File: src/tba_pkg.sv
// shared constants and types for the three-wire bus arbitration ends
package tba_pkg;
    // ---------------------------------------------------------------
    // timing and sizing
    // ---------------------------------------------------------------
    localparam int SYNC_STAGES = 2;
    localparam logic RESET_LEVEL_N = 1'b1;
    localparam int CLOCK_PERIOD_NS = 100;

    // ---------------------------------------------------------------
    // arbiter and master states
    // ---------------------------------------------------------------
    typedef enum logic [2:0] {
        TBA_IDLE,
        TBA_GRANT,
        TBA_GRANT_HOLD,
        TBA_GRANT_DROP,
        TBA_FLOAT
    } tba_arb_state_t;

    typedef enum logic [1:0] {
        TBA_M_IDLE,
        TBA_M_WAIT_GRANT,
        TBA_M_WAIT_FREE,
        TBA_M_OWNER
    } tba_master_state_t;
endpackage

File: src/tba_link_if.sv
// link between the processor arbiter and one alternate bus master
`timescale 1ns/1ps
`default_nettype none
interface tba_link_if;
    logic bus_request_n;
    logic bus_grant_n;
    logic grant_acknowledge_n;
    logic address_strobe_n;
    logic cycle_termination_ack_n;
    logic locked_cycle_n;
    logic bus_fault_n;

    modport device (
        input bus_request_n,
        output bus_grant_n,
        input grant_acknowledge_n,
        output address_strobe_n,
        input cycle_termination_ack_n,
        output locked_cycle_n,
        input bus_fault_n
    );
    modport master (
        output bus_request_n,
        input bus_grant_n,
        output grant_acknowledge_n,
        input address_strobe_n,
        input cycle_termination_ack_n,
        input locked_cycle_n,
        output bus_fault_n
    );
endinterface
`default_nettype wire

File: src/tba_arbiter.sv
// processor end of the three-wire arbitration link: arbiter and bus float control
`timescale 1ns/1ps
`default_nettype none
module tba_arbiter #(
    parameter int SYNC_STAGES = tba_pkg::SYNC_STAGES
) (
    input wire logic clock_in,           // processor clock
    input wire logic reset_in,           // synchronous, active high
    input wire logic clock_enable_in,    // freezes state when low
    input wire logic cycle_pending_in,   // bus controller decided to run a cycle
    input wire logic cycle_active_in,    // processor bus cycle in progress
    input wire logic locked_active_in,   // locked read-modify-write running
    output logic bus_float_out,          // address, data, control floated
    output logic cycle_allowed_out,      // processor may start a bus cycle
    tba_link_if.device link              // link to alternate masters
);
    // ---------------------------------------------------------------
    // input synchronisers
    // ---------------------------------------------------------------
    logic [SYNC_STAGES-1:0] req_sync_q, req_sync_d;
    logic [SYNC_STAGES-1:0] ack_sync_q, ack_sync_d;
    logic req, ack;

    // pins enter the low end; only the last stage feeds the arbiter
    function automatic logic [SYNC_STAGES-1:0] sync_shift(
        input logic [SYNC_STAGES-1:0] chain,
        input logic pin_asserted
    );
        sync_shift = {chain[SYNC_STAGES-2:0], pin_asserted};
    endfunction

    always_comb begin
        req_sync_d = sync_shift(req_sync_q, !link.bus_request_n);
        ack_sync_d = sync_shift(ack_sync_q, !link.grant_acknowledge_n);
    end

    // both chains clear to the negated level, so no false request follows reset
    always_ff @(posedge clock_in) begin
        if (reset_in) begin
            req_sync_q <= '0;
            ack_sync_q <= '0;
        end else if (clock_enable_in) begin
            req_sync_q <= req_sync_d;
            ack_sync_q <= ack_sync_d;
        end
    end

    assign req = req_sync_q[SYNC_STAGES-1];
    assign ack = ack_sync_q[SYNC_STAGES-1];

    // ---------------------------------------------------------------
    // arbiter state machine
    // ---------------------------------------------------------------
    tba_pkg::tba_arb_state_t state_q, state_d;
    logic grant_q, grant_d;
    logic float_q, float_d;
    logic hold_off;
    logic tri_ctl;

    // ---------------------------------------------------------------
    // state decoding
    // ---------------------------------------------------------------
    // grant is shown only in the two granting states
    function automatic logic grant_of(input tba_pkg::tba_arb_state_t s);
        case (s)
            tba_pkg::TBA_GRANT: begin
                grant_of = 1'b1;
            end
            tba_pkg::TBA_GRANT_HOLD: begin
                grant_of = 1'b1;
            end
            default: begin
                grant_of = 1'b0;
            end
        endcase
    endfunction

    // only idle leaves the buses to the processor
    function automatic logic tri_of(input tba_pkg::tba_arb_state_t s);
        case (s)
            tba_pkg::TBA_IDLE: begin
                tri_of = 1'b0;
            end
            default: begin
                tri_of = 1'b1;
            end
        endcase
    endfunction

    // reset, halt and double-fault states do not gate anything here
    // a decided cycle must start, and a locked sequence must end, first
    assign hold_off = locked_active_in || !link.locked_cycle_n
                      || (cycle_pending_in && !cycle_active_in);

    always_comb begin
        state_d = state_q;
        case (state_q)
            tba_pkg::TBA_IDLE: begin
                if (req && !hold_off) begin
                    state_d = tba_pkg::TBA_GRANT;
                end else if (ack) begin
                    state_d = tba_pkg::TBA_FLOAT;
                end
            end
            tba_pkg::TBA_GRANT: begin
                state_d = tba_pkg::TBA_GRANT_HOLD;
            end
            tba_pkg::TBA_GRANT_HOLD: begin
                if (ack || !req) begin
                    state_d = tba_pkg::TBA_GRANT_DROP;
                end
            end
            tba_pkg::TBA_GRANT_DROP: begin
                state_d = tba_pkg::TBA_FLOAT;
            end
            tba_pkg::TBA_FLOAT: begin
                if (req && ack) begin
                    state_d = tba_pkg::TBA_GRANT;
                end else if (!ack) begin
                    state_d = tba_pkg::TBA_IDLE;
                end
            end
            default: begin
                state_d = tba_pkg::TBA_IDLE;
            end
        endcase
    end

    assign tri_ctl = tri_of(state_q);

    always_comb begin
        // grant mirrors the state's g value; its pin register lags a half clock
        // a lock masks the pin even if the state machine is mid-grant
        grant_d = grant_of(state_q) && link.locked_cycle_n;
        // floating waits for strobe and lock to drop; return is immediate
        if (!tri_ctl) begin
            float_d = 1'b0;
        end else if (link.address_strobe_n && link.locked_cycle_n) begin
            float_d = 1'b1;
        end else begin
            float_d = float_q;
        end
    end

    always_ff @(posedge clock_in) begin
        if (reset_in) begin
            state_q <= tba_pkg::TBA_IDLE;
        end else if (clock_enable_in) begin
            state_q <= state_d;
        end
    end

    // float waits on the strobe as well as the state, so a late cycle ends driven
    always_ff @(posedge clock_in) begin
        if (reset_in) begin
            float_q <= 1'b0;
        end else if (clock_enable_in) begin
            float_q <= float_d;
        end
    end

    // grant pin updates on the falling edge after the state is reached
    always_ff @(negedge clock_in) begin
        if (reset_in) begin
            grant_q <= 1'b0;
        end else if (clock_enable_in) begin
            grant_q <= grant_d;
        end
    end

    // ---------------------------------------------------------------
    // outputs
    // ---------------------------------------------------------------
    assign link.bus_grant_n = !grant_q;
    assign link.address_strobe_n = !cycle_active_in;
    assign link.locked_cycle_n = !locked_active_in;
    assign bus_float_out = float_q;
    // no processor cycle while arbitration owns the bus or regrants
    assign cycle_allowed_out = !tri_ctl;
endmodule
`default_nettype wire

File: src/flat_wrapper.sv
// flat-port wrapper written by rule: the top's interface ports become plain ports
module tba_arbiter_flat 
#(
    parameter int SYNC_STAGES = tba_pkg::SYNC_STAGES
)
  (clock_in, reset_in, clock_enable_in, cycle_pending_in, cycle_active_in, locked_active_in, bus_float_out, cycle_allowed_out, link_bus_request_n, link_bus_grant_n, link_grant_acknowledge_n, link_address_strobe_n, link_cycle_termination_ack_n, link_locked_cycle_n, link_bus_fault_n);
  tba_link_if link_i ();
  input wire logic clock_in;
  input wire logic reset_in;
  input wire logic clock_enable_in;
  input wire logic cycle_pending_in;
  input wire logic cycle_active_in;
  input wire logic locked_active_in;
  output logic bus_float_out;
  output logic cycle_allowed_out;
  input wire logic [$bits(link_i.bus_request_n)-1:0] link_bus_request_n;
  output wire logic [$bits(link_i.bus_grant_n)-1:0] link_bus_grant_n;
  input wire logic [$bits(link_i.grant_acknowledge_n)-1:0] link_grant_acknowledge_n;
  output wire logic [$bits(link_i.address_strobe_n)-1:0] link_address_strobe_n;
  input wire logic [$bits(link_i.cycle_termination_ack_n)-1:0] link_cycle_termination_ack_n;
  output wire logic [$bits(link_i.locked_cycle_n)-1:0] link_locked_cycle_n;
  input wire logic [$bits(link_i.bus_fault_n)-1:0] link_bus_fault_n;
  assign link_i.bus_request_n = link_bus_request_n;
  assign link_bus_grant_n = link_i.bus_grant_n;
  assign link_i.grant_acknowledge_n = link_grant_acknowledge_n;
  assign link_address_strobe_n = link_i.address_strobe_n;
  assign link_i.cycle_termination_ack_n = link_cycle_termination_ack_n;
  assign link_locked_cycle_n = link_i.locked_cycle_n;
  assign link_i.bus_fault_n = link_bus_fault_n;
  tba_arbiter #(.SYNC_STAGES(SYNC_STAGES)) u_core (.clock_in(clock_in), .reset_in(reset_in), .clock_enable_in(clock_enable_in), .cycle_pending_in(cycle_pending_in), .cycle_active_in(cycle_active_in), .locked_active_in(locked_active_in), .bus_float_out(bus_float_out), .cycle_allowed_out(cycle_allowed_out), .link(link_i));
endmodule
File: config.mk
export PLATFORM = sky130hd
export DESIGN_NAME = tba_arbiter_flat
export DESIGN_NICKNAME = d
export VERILOG_FILES = /design/src/tba_pkg.sv /design/src/tba_link_if.sv /design/src/tba_arbiter.sv /design/src/flat_wrapper.sv
export SDC_FILE = /design/constraint.sdc
export NUM_CORES = 1
export LEC_CHECK = 0
export BUFFER_PORTS_ARGS = -buffer_cell sky130_fd_sc_hd__buf_4
export CAP_MARGIN = 20
export CORE_AREA = 4 4 41 43
export CTS_CLUSTER_SIZE = 8
export DETAILED_ROUTE_END_ITERATION = 8
export DIE_AREA = 0 0 45 47
export PLACE_DENSITY = 0.7
export RECOVER_POWER = 25
export SLEW_MARGIN = 5
export SYNTH_ARGS = -nofsm -noshare
export SYNTH_HDL_FRONTEND = slang
export SYNTH_SLANG_ARGS = --single-unit
File: constraint.sdc
create_clock -name clock_in -period 1.9 [get_ports clock_in]
set_clock_uncertainty 0.2 [all_clocks]
set_input_delay 0.38 -clock clock_in [delete_from_list [all_inputs] [get_ports clock_in]]
set_output_delay 0.38 -clock clock_in [all_outputs]
set_load 0.01 [all_outputs]
==> run metrics <==
status finished, violations left; failing checks setup timing; Clock Tree Root clkbuf_4; max-slew violation count 0; Port-buffer cells 12; routability congestion estimate between 0.7 and 0.8; Total Die Area between 2000 and 2500 um^2; Crit. path cell count 2; Tightest Pin Transition between 0.4 and 0.5 ns; Row Count 13; Die W around 45 um; P&R area growth vs syn 40.5%; I/O pin count 15; most frequent cells in the layout buf_4 (18), dfxtp_1 (6), nor2_1 (5), inv_1 (5), a211oi_1 (4); relative slew slack 0.732; Yosys cell types 28; initial DRC count 6; Syn Nets 64; Total GRT Usage 0.122; final setup fails 2; total CTS buffers 3; layout cells sized above 1 0.453; crit path cell chain inv_2 > buf_6; H-tree depth 1; critical path's top delay family flip-flops; crit path DAT between 1.5 and 2 ns; commonest non-fill, non-tap cell in the layout buf_4; die height roughly 47 um; GR Overflow Total 0; Hold Path Class primary input to flip-flop; Clk Latency, worst-skew pair 0.26 ns; TritonRoute pass-1 iters 4; P_leak 0.314 nW; Clock Sinks 9; Seq/Total Area, Yosys 0.358; Post-DP HPWL between 800 and 900 um; setup slack, reg-to-reg -0.06 ns; RSZ-0062 raised after global routing yes; initial antenna violation count 0; Syn Area/Cell roughly 9.3 um^2; peak supply drop just under 0.4 mV; Vias/cell ~4.8; largest net degree at the start of global routing 12; PD cells between 600 and 700 nW/um^2; Final Hold Viols 0; crit path kind flip-flop to primary output; Worst Path Max Fanout 2; nets 86; flops & latches, synth 9; initial core utilization 0.387; WL per Instance 11.2 um; area leader, netlist dfxtp_1; vias in the first global route ~440; Startpoint Class flip-flop; Max Cap Viol 0; CTS tree done; Async SR Flop Fraction 0; yosys warns 0; Post-DRT Antenna Nets 0; Clock Pin Slew Worst Setup and Hold Paths about 0.060 ns; Detailed Route WL 1.01 mm; Mapped Area around 500 um^2; Critical path buffers and inverters 2; first-pass GRT wire length 1.85 mm; antenna diode count 0; via count approximately 440; DRC 0; Crit-path slowest cell dfxtp_2; main flop type after synthesis dfxtp_1; Crit. End Element primary output; final critical-path setup slack -0.397 ns; total power draw about 0.43 mW; Area contributors post-synth dfxtp_1 (36%), mux2i_1 (6.0%), a211oi_1 (6.0%); Synth Instances 54; Worst Reg-to-Reg Cells 4; Critical Path RT 1.32 ns; Core Box Area between 1000 and 1500 um^2; hold depth 2; CTS Buffer Depth 2; share of the synthesized area in the top cell type 0.358; minimum hold slack around 0.10 ns; Post-synth EDFFs 0; largest stage delay on the critical path approximately 0.32 ns; Setup TNS -0.457 ns
[stage by stage]
step                cells  setup slack (ns)  area [um^2]  utilization
floorplan              54            -0.141          538            -
global placement       86            -0.191          676        0.519
CTS                    90            -0.411          708        0.544
finish                 90            -0.397          707        0.543
detailed placement     86            -0.203          676        0.519
global route           90            -0.471          707        0.543
[final cells by class]
cell class,instances,area (um^2)
Clock inverter,2,7.51
Timing Repair Buffer,21,154
Fill cell,131,594
Inverter,5,23.8
Sequential cell,9,184
Clock buffer,3,22.5
Multi-Input combinational cell,35,297
Tap cell,15,18.8
[worst paths after layout]
| path | startpoint | endpoint |
|---|---|---|
| worst max-delay path | u_core.grant_q$_SDFFE_NP0P_ | link_bus_grant_n |
| worst min-delay path | link_grant_acknowledge_n | u_core.ack_sync_q[0]$_SDFFE_PP0P_ |
| worst max register to register | u_core.state_q[1]$_SDFFE_PP0P_ | u_core.grant_q$_SDFFE_NP0P_ |
| worst min register to register | u_core.grant_q$_SDFFE_NP0P_ | u_core.grant_q$_SDFFE_NP0P_ |
[where the power goes]
part | internal, mW | leakage (nW) | switching, mW | total (mW)
logic | 0.0458 | 0.215 | 0.0390 | 0.0848
clock network | 0.0781 | 0.0245 | 0.0678 | 0.146
registers | 0.197 | 0.0749 | 0.00596 | 0.203
[repair_timing]
item | 4_1_cts | 5_1_grt
endpoints found under the setup margin | 2 | 3
resized for setup | 4 | 1
pin swaps | 1 | 0
endpoints found under the hold margin | 0 | 0
hold buffers | 0 | 0
buffers inserted | 0 | 0
[sequential cells by signal, summed over array words and instances (netlist names)]
signal / count
u_core.state_q: 3
u_core.req_sync_q: 2
u_core.grant_q: 1
u_core.bus_float_out: 1
u_core.ack_sync_q: 2
[cells by family after synthesis]
family,share of synthesized area
buffers and inverters,0.0920
XOR/XNOR,0.0174
multiplexers,0.0895
AND/OR/NAND/NOR,0.224
AO/OA/AOI/OAI,0.219
flip-flops,0.358
[layer usage]
| layer | track usage | share of wire | wire [um] | vias to the layer above |
|---|---|---|---|---|
| li1 | - | - | - | 232 |
| met1 | 0.149 | 0.46 | 468 | 197 |
| met2 | 0.192 | 0.50 | 501 | 7 |
| met3 | 0.0345 | 0.037 | 37 | 0 |
| met4 | 0.0702 | 0 | 0 | 0 |
| met5 | 0 | 0 | 0 | - |
[cell usage after synthesis, drive strengths merged (2+ instances only)]
cell	count
a21oi	2
nand4bb	2
mux2i	3
a211oi	4
nand2	2
a211o	2
dfxtp	9
nand2b	2
nor3	2
buf	3
inv	6
nor2	5
No activity file was read; power rests on OpenSTA's default activity.
